### config.mk
export PLATFORM = sky130hd
export DESIGN_NAME = stb_timer
export DESIGN_NICKNAME = d
export VERILOG_FILES = /design/src/design/stb_pkg.sv /design/src/design/stb_timer.sv
export SDC_FILE = /design/constraint.sdc
export NUM_CORES = 1
export LEC_CHECK = 0
export BUFFER_PORTS_ARGS = -buffer_cell sky130_fd_sc_hd__buf_4
export CAP_MARGIN = 0
export CORE_MARGIN = 3
export CORE_UTILIZATION = 30
export DETAILED_ROUTE_END_ITERATION = 10
export PLACE_DENSITY = 0.48
export SLEW_MARGIN = 10
export SYNTH_ARGS = -nofsm -noshare
export SYNTH_HDL_FRONTEND = slang
export SYNTH_SLANG_ARGS = --single-unit
export TNS_END_PERCENT = 30
### constraint.sdc
create_clock -name hclk -period 6.1 [get_ports hclk]
set_input_delay 0.61 -clock hclk [delete_from_list [all_inputs] [get_ports hclk]]
set_output_delay 0.61 -clock hclk [all_outputs]
set_load 0.01 [all_outputs]
### src/design/stb_pkg.sv
// Constants and register map of the 16-bit timer with capture/compare time base
//
// What this block does
// - Sleep counting only async external pin or oscillator
// - Overflow in sleep wakes; interrupt needs global enable
// - Timer oscillator runs in sleep regardless sync
// - Capture copies count into capture/compare pair
// - Compare event when count equals compare pair
// - Conversion trigger clears count; compare is period
// - Trigger clear never sets overflow flag
// - Count write beats a simultaneous trigger clear
// - Gate falling edge clears arm, sets gate flag
// - Clock source code 11 rejected as reserved
// - Code 10: pin rising edge or crystal oscillator
// - Prescale codes divide by 1, 2, 4, 8
// - Oscillator enable bit switches the oscillator circuit
// - Sync bypass zero synchronises external input
// - Control bit 1 reads zero; bit 0 timer_on
// - Count rolls over to zero, sets overflow_flag
// - Gate falling edge sets flag even ungated
package stb_pkg;
  // Register byte offsets
  localparam logic [7:0] STB_OFS_CONTROL = 8'h00;
  localparam logic [7:0] STB_OFS_COUNT_LOW = 8'h04;
  localparam logic [7:0] STB_OFS_COUNT_HIGH = 8'h08;
  localparam logic [7:0] STB_OFS_CC_LOW = 8'h0c;
  localparam logic [7:0] STB_OFS_CC_HIGH = 8'h10;
  localparam logic [7:0] STB_OFS_STATUS = 8'h14;
  localparam logic [7:0] STB_OFS_CCP_MODE = 8'h18;
  localparam logic [7:0] STB_OFS_GATE = 8'h1c;
  // Control field positions
  localparam int STB_CS_HI = 7;
  localparam int STB_CS_LO = 6;
  localparam int STB_PS_HI = 5;
  localparam int STB_PS_LO = 4;
  localparam int STB_OSCEN_BIT = 3;
  localparam int STB_SYNCBP_BIT = 2;
  localparam int STB_ON_BIT = 0;
  localparam logic [7:0] STB_CONTROL_RST = 8'h00;
  localparam logic [7:0] STB_CONTROL_MASK = 8'hfd;
  // Clock source codes
  localparam logic [1:0] STB_CS_INSTR = 2'h0;
  localparam logic [1:0] STB_CS_SYSTEM = 2'h1;
  localparam logic [1:0] STB_CS_EXTERNAL = 2'h2;
  localparam logic [1:0] STB_CS_RESERVED = 2'h3;
  // Status bits, write one to clear
  localparam int STB_ST_OVF_BIT = 0;
  localparam int STB_ST_GATE_BIT = 1;
  localparam int STB_ST_CMP_BIT = 2;
  localparam int STB_ST_CAP_BIT = 3;
  // Gate register bits
  localparam int STB_GT_ARM_BIT = 0;
  localparam int STB_GT_LEVEL_BIT = 1;
  // Instruction clock ticks when the divider reaches this: the system clock divided by four
  localparam logic [1:0] STB_INSTR_DIV_LAST = 2'h3;
  localparam logic [15:0] STB_COUNT_MAX = 16'hffff;
  // Capture/compare channel modes
  typedef enum logic [1:0] {
    STB_CCP_OFF,
    STB_CCP_CAPTURE,
    STB_CCP_COMPARE,
    STB_CCP_TRIGGER
  } stb_ccp_mode_t;
endpackage : stb_pkg

### src/design/stb_timer.sv
// 16-bit timer/counter with prescaler, sleep counting and capture/compare time base
//
// The register addresses and the AHB-Lite interface to the registers were left to the implementer.
`timescale 1ns/1ps
`default_nettype none
module stb_timer
  import stb_pkg::*;
#(
  parameter int ADDR_W = 8
) (
  input wire logic hclk,
  input wire logic hresetn,
  input wire logic hsel,
  input wire logic [31:0] haddr,
  input wire logic [1:0] htrans,
  input wire logic hwrite,
  input wire logic [2:0] hsize,
  input wire logic [31:0] hwdata,
  input wire logic hready,
  output logic [31:0] hrdata,
  output logic hreadyout,
  output logic hresp,
  input wire logic sleep_mode,
  input wire logic ext_clock_pin,
  input wire logic crystal_osc_pins,
  input wire logic gate_level,
  input wire logic capture_event,
  input wire logic overflow_irq_enable,
  input wire logic peripheral_irq_enable,
  input wire logic global_irq_enable,
  output logic [15:0] count_value,
  output logic compare_event,
  output logic conversion_trigger,
  output logic osc_running,
  output logic wake_up,
  output logic isr_request
);

  // ****************************************
  // Elaboration checks
  // ****************************************
  // Offsets reach 0x1c, so five address bits at least; haddr gives 32 at most
  if (ADDR_W < 5 || ADDR_W > 32) begin : g_addr_w_check
    $error("stb_timer: ADDR_W must lie between 5 and 32");
  end

  // ****************************************
  // State
  // ****************************************
  typedef struct packed {
    logic [7:0] control;
    logic [15:0] count;
    logic [15:0] cc;
    stb_ccp_mode_t ccp_mode;
    logic ovf;
    logic gate_flag;
    logic cmp_flag;
    logic cap_flag;
    logic arm;
    logic gate_prev;
    logic [1:0] instr_div;
    logic [2:0] prescale;
    logic ext_s1;
    logic ext_s2;
    logic ext_s3;
    logic ext_raw;
    logic osc_prev;
    logic cmp_prev;
    logic dp_write;
    logic [ADDR_W-1:0] dp_addr;
    logic [31:0] rdata;
    logic ready;
    logic [15:0] count_out;
    logic cmp_pulse;
    logic trig_pulse;
    logic osc_run;
    logic wake;
    logic isr;
  } stb_state_t;

  stb_state_t state_ff;
  stb_state_t nxt_state;

  // Prescale code to terminal count of the prescale counter
  function automatic logic [2:0] stb_ps_last(input logic [1:0] code);
    logic [2:0] last;
    last = 3'h0;
    case (code)
      2'h0: last = 3'h0;
      2'h1: last = 3'h1;
      2'h2: last = 3'h3;
      default: last = 3'h7;
    endcase
    return last;
  endfunction : stb_ps_last

  // Word-aligned address match
  function automatic logic stb_hit(input logic [ADDR_W-1:0] a, input logic [7:0] ofs);
    return a == ADDR_W'(ofs);
  endfunction : stb_hit

  // ****************************************
  // Next-state logic
  // ****************************************
  always_comb begin
    logic [1:0] cs;
    logic sync_bp;
    logic timer_on;
    logic osc_en;
    logic sys_tick;
    logic ext_edge;
    logic src_tick;
    logic may_count;
    logic inc;
    logic trig;
    logic match;
    logic wr_cnt;
    logic gate_fall;
    logic ovf_set;
    logic addr_ok;
    logic [7:0] wctl;
    logic [ADDR_W-1:0] ra;
    logic [31:0] rd;
    nxt_state = state_ff;
    cs = state_ff.control[STB_CS_HI:STB_CS_LO];
    sync_bp = state_ff.control[STB_SYNCBP_BIT];
    timer_on = state_ff.control[STB_ON_BIT];
    osc_en = state_ff.control[STB_OSCEN_BIT];
    sys_tick = 1'b0;
    ext_edge = 1'b0;
    src_tick = 1'b0;
    may_count = 1'b0;
    inc = 1'b0;
    trig = 1'b0;
    match = 1'b0;
    wr_cnt = 1'b0;
    gate_fall = 1'b0;
    ovf_set = 1'b0;
    addr_ok = 1'b0;
    wctl = 8'h00;
    ra = '0;
    rd = 32'h0000_0000;

    // Instruction clock enable: one pulse every fourth system clock
    nxt_state.instr_div = state_ff.instr_div + 2'h1;

    // External input: synchroniser chain, or one raw sample when bypassed
    nxt_state.ext_s1 = ext_clock_pin;
    nxt_state.ext_s2 = state_ff.ext_s1;
    nxt_state.ext_s3 = state_ff.ext_s2;
    nxt_state.ext_raw = ext_clock_pin;
    nxt_state.osc_prev = crystal_osc_pins;

    // Oscillator circuit follows its enable only, never the sync setting
    nxt_state.osc_run = osc_en;

    // Select the counting source
    case (cs)
      STB_CS_INSTR: src_tick = state_ff.instr_div == STB_INSTR_DIV_LAST;
      STB_CS_SYSTEM: src_tick = 1'b1;
      STB_CS_EXTERNAL: begin
        if (osc_en) begin
          ext_edge = crystal_osc_pins & ~state_ff.osc_prev;
        end else if (sync_bp) begin
          ext_edge = ext_clock_pin & ~state_ff.ext_raw;
        end else begin
          ext_edge = state_ff.ext_s2 & ~state_ff.ext_s3;
        end
        src_tick = ext_edge;
      end
      default: src_tick = 1'b0;
    endcase

    // In sleep only the unsynchronised external source keeps counting
    may_count = timer_on & (~sleep_mode | (cs == STB_CS_EXTERNAL & sync_bp));

    // Prescaler divides the selected source
    if (!timer_on) begin
      nxt_state.prescale = 3'h0;
    end else if (may_count && src_tick) begin
      if (state_ff.prescale >= stb_ps_last(state_ff.control[STB_PS_HI:STB_PS_LO])) begin
        nxt_state.prescale = 3'h0;
        sys_tick = 1'b1;
      end else begin
        nxt_state.prescale = state_ff.prescale + 3'h1;
      end
    end
    inc = sys_tick;

    // Compare match, taken once on entering equality
    match = state_ff.count == state_ff.cc;
    nxt_state.cmp_prev = match;
    nxt_state.cmp_pulse = 1'b0;
    nxt_state.trig_pulse = 1'b0;
    if ((state_ff.ccp_mode == STB_CCP_COMPARE || state_ff.ccp_mode == STB_CCP_TRIGGER) && match && !state_ff.cmp_prev) begin
      nxt_state.cmp_pulse = 1'b1;
      nxt_state.cmp_flag = 1'b1;
      trig = state_ff.ccp_mode == STB_CCP_TRIGGER;
      nxt_state.trig_pulse = trig;
    end

    // Capture copies the live count
    if (state_ff.ccp_mode == STB_CCP_CAPTURE && capture_event) begin
      nxt_state.cc = state_ff.count;
      nxt_state.cap_flag = 1'b1;
    end

    // Counting; a trigger clear wins over the increment and never flags overflow
    if (trig) begin
      nxt_state.count = 16'h0000;
    end else if (inc) begin
      nxt_state.count = state_ff.count + 16'h0001;
      ovf_set = state_ff.count == STB_COUNT_MAX;
    end

    // Gate falling edge ends a single pulse and flags the event
    nxt_state.gate_prev = gate_level;
    gate_fall = state_ff.gate_prev & ~gate_level;
    if (gate_fall) begin
      nxt_state.arm = 1'b0;
    end

    // ****************************************
    // Bus data phase: writes
    // ****************************************
    if (state_ff.dp_write) begin
      if (stb_hit(state_ff.dp_addr, STB_OFS_CONTROL)) begin
        wctl = hwdata[7:0] & STB_CONTROL_MASK;
        if (wctl[STB_CS_HI:STB_CS_LO] == STB_CS_RESERVED) begin
          wctl[STB_CS_HI:STB_CS_LO] = cs;
        end
        nxt_state.control = wctl;
      end
      // Software writes beat the trigger clear
      if (stb_hit(state_ff.dp_addr, STB_OFS_COUNT_LOW)) begin
        nxt_state.count[7:0] = hwdata[7:0];
        wr_cnt = 1'b1;
      end
      if (stb_hit(state_ff.dp_addr, STB_OFS_COUNT_HIGH)) begin
        nxt_state.count[15:8] = hwdata[7:0];
        wr_cnt = 1'b1;
      end
      if (wr_cnt && trig) begin
        nxt_state.count[15:8] = stb_hit(state_ff.dp_addr, STB_OFS_COUNT_HIGH) ? hwdata[7:0] : 8'h00;
        nxt_state.count[7:0] = stb_hit(state_ff.dp_addr, STB_OFS_COUNT_LOW) ? hwdata[7:0] : 8'h00;
      end
      if (stb_hit(state_ff.dp_addr, STB_OFS_CC_LOW)) begin
        nxt_state.cc[7:0] = hwdata[7:0];
      end
      if (stb_hit(state_ff.dp_addr, STB_OFS_CC_HIGH)) begin
        nxt_state.cc[15:8] = hwdata[7:0];
      end
      if (stb_hit(state_ff.dp_addr, STB_OFS_CCP_MODE)) begin
        nxt_state.ccp_mode = stb_ccp_mode_t'(hwdata[1:0]);
      end
      // Write one to clear; a flag set in the same cycle survives
      if (stb_hit(state_ff.dp_addr, STB_OFS_STATUS)) begin
        if (hwdata[STB_ST_OVF_BIT]) begin
          nxt_state.ovf = 1'b0;
        end
        if (hwdata[STB_ST_GATE_BIT]) begin
          nxt_state.gate_flag = 1'b0;
        end
        if (hwdata[STB_ST_CMP_BIT]) begin
          nxt_state.cmp_flag = nxt_state.cmp_pulse;
        end
        if (hwdata[STB_ST_CAP_BIT]) begin
          nxt_state.cap_flag = state_ff.ccp_mode == STB_CCP_CAPTURE && capture_event;
        end
      end
      // Arm is set by software only; hardware clears it
      if (stb_hit(state_ff.dp_addr, STB_OFS_GATE) && hwdata[STB_GT_ARM_BIT] && !gate_fall) begin
        nxt_state.arm = 1'b1;
      end
    end
    if (ovf_set) begin
      nxt_state.ovf = 1'b1;
    end
    if (gate_fall) begin
      nxt_state.gate_flag = 1'b1;
    end

    // ****************************************
    // Bus address phase
    // ****************************************
    addr_ok = hsel & hready & htrans[1] & (hsize == 3'h2);
    nxt_state.dp_write = addr_ok & hwrite;
    nxt_state.dp_addr = haddr[ADDR_W-1:0];
    nxt_state.ready = 1'b1;
    ra = haddr[ADDR_W-1:0];
    // Read from the next state so a write just ahead is seen
    if (stb_hit(ra, STB_OFS_CONTROL)) begin
      rd[7:0] = nxt_state.control;
    end else if (stb_hit(ra, STB_OFS_COUNT_LOW)) begin
      rd[7:0] = nxt_state.count[7:0];
    end else if (stb_hit(ra, STB_OFS_COUNT_HIGH)) begin
      rd[7:0] = nxt_state.count[15:8];
    end else if (stb_hit(ra, STB_OFS_CC_LOW)) begin
      rd[7:0] = nxt_state.cc[7:0];
    end else if (stb_hit(ra, STB_OFS_CC_HIGH)) begin
      rd[7:0] = nxt_state.cc[15:8];
    end else if (stb_hit(ra, STB_OFS_STATUS)) begin
      rd[STB_ST_OVF_BIT] = nxt_state.ovf;
      rd[STB_ST_GATE_BIT] = nxt_state.gate_flag;
      rd[STB_ST_CMP_BIT] = nxt_state.cmp_flag;
      rd[STB_ST_CAP_BIT] = nxt_state.cap_flag;
    end else if (stb_hit(ra, STB_OFS_CCP_MODE)) begin
      rd[1:0] = nxt_state.ccp_mode;
    end else if (stb_hit(ra, STB_OFS_GATE)) begin
      rd[STB_GT_ARM_BIT] = nxt_state.arm;
      rd[STB_GT_LEVEL_BIT] = gate_level;
    end
    // Unmapped or write addresses read as zero
    nxt_state.rdata = (addr_ok && !hwrite) ? rd : 32'h0000_0000;

    // ****************************************
    // Outputs
    // ****************************************
    nxt_state.count_out = nxt_state.count;
    // Wake on an overflow in sleep when the peripheral enables are set
    nxt_state.wake = ovf_set & sleep_mode & overflow_irq_enable & peripheral_irq_enable;
    // Service routine only with the global enable as well
    nxt_state.isr = nxt_state.ovf & overflow_irq_enable & peripheral_irq_enable & global_irq_enable;
  end

  // ****************************************
  // State register
  // ****************************************
  always_ff @(posedge hclk or negedge hresetn) begin
    if (!hresetn) begin
      state_ff <= '{control: STB_CONTROL_RST, ccp_mode: STB_CCP_OFF, dp_addr: '0, default: '0};
    end else begin
      state_ff <= nxt_state;
    end
  end

  // Outputs straight from the state register, except hresp tied to zero
  assign hrdata = state_ff.rdata;
  assign hreadyout = state_ff.ready;
  assign hresp = 1'b0;
  assign count_value = state_ff.count_out;
  assign compare_event = state_ff.cmp_pulse;
  assign conversion_trigger = state_ff.trig_pulse;
  assign osc_running = state_ff.osc_run;
  assign wake_up = state_ff.wake;
  assign isr_request = state_ff.isr;

endmodule : stb_timer
`default_nettype wire

# Word level (Yosys, flattened, before mapping)
# Index checks and enable logic that the tools add are counted.
# Widths: inputs -> output; s select.
[word_totals] regBits=81 input_bits=82 elab_cells=150
[classes] add_sub_neg=3 magnitude_cmp=1 n_eq_ne=27 n_mux=55 bitwise_logic=22 reduce_logical=16
[ops] operator="$mux 8" count=12
[ops] operator="$eq 8x5->1 const B" count=8
[ops] operator="$mux 16" count=4
[ops] operator="$mux 47" count=1
[ops] operator="$eq 8x4->1 const B" count=4
[ops] operator="$mux 1" count=21
[ops] operator="$add 16x1->16 const B" count=1
[ops] operator="$and 1x1->1" count=16
[ops] operator="$eq 16x16->1" count=1
[ops] operator="$eq 16x16->1 const B" count=1
[ops] operator="$eq 8x3->1 const B" count=2
[ops] operator="$logic_not 8->1" count=2
[ops] operator="$mux 3" count=5
[ops] operator="$mux 2" count=7
[ops] operator="$eq 2x2->1 const B" count=6
[ops] operator="$mux 4" count=3
[ops] operator="$pmux 3 s3" count=1
[ops] operator="$logic_and 1x1->1" count=8
[ops] operator="$eq 2x1->1 const B" count=3
[ops] operator="$not 1->1" count=5
[ops] operator="$logic_not 2->1" count=2
[ops] operator="$add 3x1->3 const B" count=1
[ops] operator="$eq 3x2->1 const B" count=1
[ops] operator="$ge 3x3->1" count=1
[ops] operator="6 further kinds" count=8

# Logic depth before layout (Yosys ltp)
[depth] word_depth=26 mapped_depth=10 mapped_depth_nobuf=10

# Worst setup path before layout
# No wires, ideal clock.
[synth_timing] path_kind="reg2reg" startpoint="reg state_ff[119] (netlist name)" endpoint="reg state_ff, in the netlist hrdata[0]" setup_ns=0.079 t_arrival_ns=2.784 t_required_ns=6.021 path_slack_ns=3.236 stages_incl_launch_ff=11 n_path_buf=0 synth_period_minus_slack_ns=2.864 path_cell_list="dfrtp_1 -> or2_2 -> ha_1 -> nand2b_1 -> a31oi_1 -> nand3b_1 -> or2_1 -> or4b_4 -> a21o_1 -> a221o_1 -> a2bb2oi_1"
[synth_rtl] item="start, declared" line="stb_timer.sv:81" text="stb_state_t state_ff;"
[synth_rtl] item="start signal, assigned" line="stb_timer.sv:333" text="state_ff <= nxt_state;"

==> summary.log <==
INFO  layout         nNetsFinal=618
INFO  sta            tns=0ns
INFO  cts            cts_root_buffer=sky130_fd_sc_hd__clkbuf_16
INFO  worst_setup_path critPathMaxStageDelay=0.59ns
INFO  synthesis      ys.flop_type=sky130_fd_sc_hd__dfrtp_1
INFO  power_and_ir_drop internal_power=0.0009343W
INFO  place          gpl.final_weighted_congestion=0.9272
INFO  worst_setup_path timing.critical_path.from=state_ff[119]$_DFF_PN0_
INFO  drt            route.detailed.wl_per_inst=19.16um
INFO  drt            drt_drc_violations_left=0
INFO  power_and_ir_drop swShare=0.2637
INFO  synthesis      synth_async_sr_flop_share=1.000
INFO  worst_setup_path crit_cells=10
INFO  sta            slew_viol_final=0
INFO  sta            fin_ws=2.742ns
INFO  drt            first_iter_violations=369
INFO  global_routing grt-ovfl-total=0
INFO  worst_setup_path reg2reg_depth=10
INFO  drt            postRouteWirelength=13,770um
INFO  cts            clk_transition_reported_paths=0.06ns
INFO  worst_setup_path critical_path.reg2reg.endpoint=hrdata[0]$_DFF_PN0_
INFO  global_routing grt_max_degree=82
INFO  floorplan      floorplan.initialDensity=0.3141
INFO  drt            detail_route.vias_per_cell=5.207
INFO  power_and_ir_drop clock_power_share=0.424
INFO  sta            unrepaired_setup_endpoints_after_global_routing=false
INFO  drt            detail_route.first_pass.iterations=5
INFO  cts            cts_hold_buf=0
INFO  worst_setup_path timing.critical_path.required=6.35ns
INFO  flow_run       cap_viol_max_count=0
INFO  floorplan      design.portCount=137
INFO  worst_setup_path critPathKind=reg -> reg
INFO  power_and_ir_drop power.ir.vdd_worst=0.1324mV
INFO  power_and_ir_drop share_comb_of_total_power=0.111
INFO  power_and_ir_drop seqPwrFrac=0.465
INFO  place          dpl.hpwl=10,230um
INFO  power_and_ir_drop p_total=0.001269W
INFO  worst_setup_path critPathCapture=hrdata[0]$_DFF_PN0_
INFO  global_routing grt_pass1_vias=3,590
INFO  power_and_ir_drop power.static_leakage=2.518nW
INFO  cts            cts_tree=built
INFO  cts            clk_latency=0.35ns
INFO  worst_setup_path critPathLaunchType=flip-flop
INFO  worst_setup_path crit_path_max_fanout=7
INFO  power_and_ir_drop power.density=238.6nW/um^2
INFO  worst_setup_path worst-endpoint-arrival=3.61ns
INFO  synthesis      number_of_synthesized_register_bits=81
INFO  worst_setup_path timing.rr.start=state_ff[119]$_DFF_PN0_
INFO  sta            finalCriticalPeriod=3.358ns
INFO  worst_setup_path cp_slowest_cell=sky130_fd_sc_hd__or4b_4
INFO  layout         final_cell_mix=sky130_fd_sc_hd__dfrtp_1, sky130_fd_sc_hd__buf_4, sky130_fd_sc_hd__nand2_1
INFO  sta            timing_worst_slew_pin_value=1.065ns
INFO  worst_setup_path crit_family=simple AND/OR/NAND/NOR gates
INFO  synthesis      synth-edff-count=0
INFO  synthesis      synth_sequential_area_ratio=0.4341
INFO  cts            cts_num_sinks=81
INFO  worst_setup_path cp.buffers_inverters=0
INFO  sta            final_hold_viol_count=0
INFO  place          setup_slack_after_placement=2.710ns
INFO  layout         area.growth.synth_to_final=13.88%
INFO  layout         antenna_cells_inserted=0
INFO  sta            max-slew-margin-rel=0.2897
INFO  synthesis      synth.cell_area=4669um^2
INFO  outcome        outcome=finished, final reports clean
INFO  worst_setup_path setup.reg_to_reg.worst_slack=2.74ns
INFO  synthesis      ys_warn_count=0
INFO  global_routing initial_antenna_violation_count=0
INFO  worst_setup_path worstSetupEndpointType=flip-flop
INFO  worst_hold_path timing.hold.worst.class=reg -> reg
INFO  layout         drive_gt1_frac=0.1738
INFO  worst_setup_path worstPathCellList=or2_2, ha_1, nand2b_1, a31oi_1, nand3b_1, or2_1, or4b_4, a21o_1, a221o_1, a2bb2oi_1
INFO  floorplan      dieArea=17,100um^2
INFO  place          number_of_port_buffers=62
INFO  floorplan      die_span_in_y=130.8um
INFO  sta            fin_worst_skew=0.008702ns
INFO  synthesis      syn-mean-instance-area=9.339um^2
INFO  sta            post-route-period-util=0.5505
INFO  power_and_ir_drop power_switching=0.0003347W
INFO  cts            depth_of_the_cts_h_tree=3
INFO  cts            cts_resized=0
INFO  floorplan      die-width=130.8um
INFO  synthesis      yosys.cell_types.count=63
INFO  drt            number_of_vias_after_detailed_routing=3,744
INFO  floorplan      core=14,860um^2
INFO  sta            fmaxAchievable=297.8MHz
INFO  sta            final_setup_vio_count=0
INFO  floorplan      core.rowCount=44
INFO  layout         layout_commonest_cell=sky130_fd_sc_hd__dfrtp_1
INFO  synthesis      syn_inst=500
INFO  global_routing grt_use_total=0.1663
INFO  cts            cts-buffers-inserted=9
INFO  cts            clock_path_buffers=2
INFO  global_routing global_route_wire_length_before_repair=21,230um
INFO  drt            drtAntennaViolNets=0
INFO  cts            post-cts-setup-buffer-count=0
-- worst register-to-register path, cell delays in order (launching register included) --
cell and delay, ns:
sky130_fd_sc_hd__dfrtp_1 0.38, sky130_fd_sc_hd__or2_2 0.30, sky130_fd_sc_hd__ha_1 0.27, sky130_fd_sc_hd__nand2b_1 0.09, sky130_fd_sc_hd__a31oi_1 0.25, sky130_fd_sc_hd__nand3b_1 0.30
sky130_fd_sc_hd__or2_1 0.32, sky130_fd_sc_hd__or4b_4 0.59, sky130_fd_sc_hd__a21o_1 0.21, sky130_fd_sc_hd__a221o_1 0.34, sky130_fd_sc_hd__a2bb2oi_1 0.21
-- through the flow --
| stage | std cells | cell area [um^2] | hold slack [ns] | utilization |
|---|---|---|---|---|
| after floorplan | 524 | 4760 | 0.3144 | - |
| after global placement | 703 | 5029 | 0.3518 | 0.3383 |
| after detailed placement | 703 | 5029 | 0.3561 | 0.3383 |
| after CTS | 719 | 5318 | 0.3591 | 0.3577 |
| after global routing | 719 | 5318 | 0.3609 | 0.3577 |
| final | 719 | 5318 | 0.3667 | 0.3577 |
-- cell type report --
type                            instances  area, um^2
Fill cell                            1533        9547
Multi-Input combinational cell        354        2212
Sequential cell                        81        2027
Timing Repair Buffer                   65       488.0
Clock buffer                           11       232.7
Tap cell                              184       230.2
Inverter                               19       71.32
Clock inverter                          5       56.30
-- power groups by stage --
stage | combinational (W) | clock [W] | sequential, W
finish | 0.000141 | 0.000538 | 0.000590
CTS | 0.000142 | 0.000554 | 0.000590
global route | 0.000158 | 0.000576 | 0.000594
floorplan | 0.000103 | 0 | 0.000586
detailed placement | 0.000141 | 0 | 0.000600
global placement | 0.000140 | 0 | 0.000600
-- sequential cells by signal, indices dropped and copies added, names as in the netlist --
signal	flops
hrdata	8
nxt_state	2
osc_running	1
wake_up	1
isr_request	1
conversion_trigger	1
compare_event	1
state_ff	49
hreadyout	1
count_value	16
-- layer usage --
layer  global-route usage  vias to the layer above  wire (um)
met5                    0                        -          0
met3              0.02480                       26        724
met2               0.2504                      138       6407
li1                     -                     1762          -
met4              0.06715                        0        299
met1               0.2397                     1818       6342
-- how the worst min path moves through the flow --
| stage | depth (start not counted) | start | to |
|---|---|---|---|
| after floorplan | 0 | hresetn | compare_event$_DFF_PN0_ |
| after global placement | 0 | state_ff[65]$_DFF_PN0_ | nxt_state[66]$_DFF_PN0_ |
| after detailed placement | 0 | nxt_state[66]$_DFF_PN0_ | state_ff[66]$_DFF_PN0_ |
| after CTS | 1 | haddr[5] | state_ff[59]$_DFF_PN0_ |
| after global routing | 1 | haddr[5] | state_ff[59]$_DFF_PN0_ |
| final | 0 | nxt_state[66]$_DFF_PN0_ | state_ff[66]$_DFF_PN0_ |
-- logic make-up after synthesis --
| family | share of synthesized area |
|---|---|
| multiplexers | 0.05305 |
| adder cells (fa/ha/maj) | 0.01608 |
| buffers and inverters | 0.1115 |
| AND/OR/NAND/NOR | 0.1838 |
| XOR/XNOR | 0.05627 |
| AO/OA/AOI/OAI | 0.1436 |
| flip-flops | 0.4341 |
| other | 0.001608 |
-- Yosys cell counts (all sizes together), types with 17 or more instances --
cell type | number | area [um^2]
nor2 | 36 | 135.1
o21ai | 26 | 130.1
inv | 18 | 67.56
buf | 53 | 385.4
xor2 | 19 | 166.4
clkbuf | 17 | 63.81
nand3 | 17 | 85.08
nand2 | 46 | 172.7
a21oi | 21 | 105.1
dfrtp | 81 | 2027
mux2i | 18 | 180.2
Power figures use the tool's default switching activity.
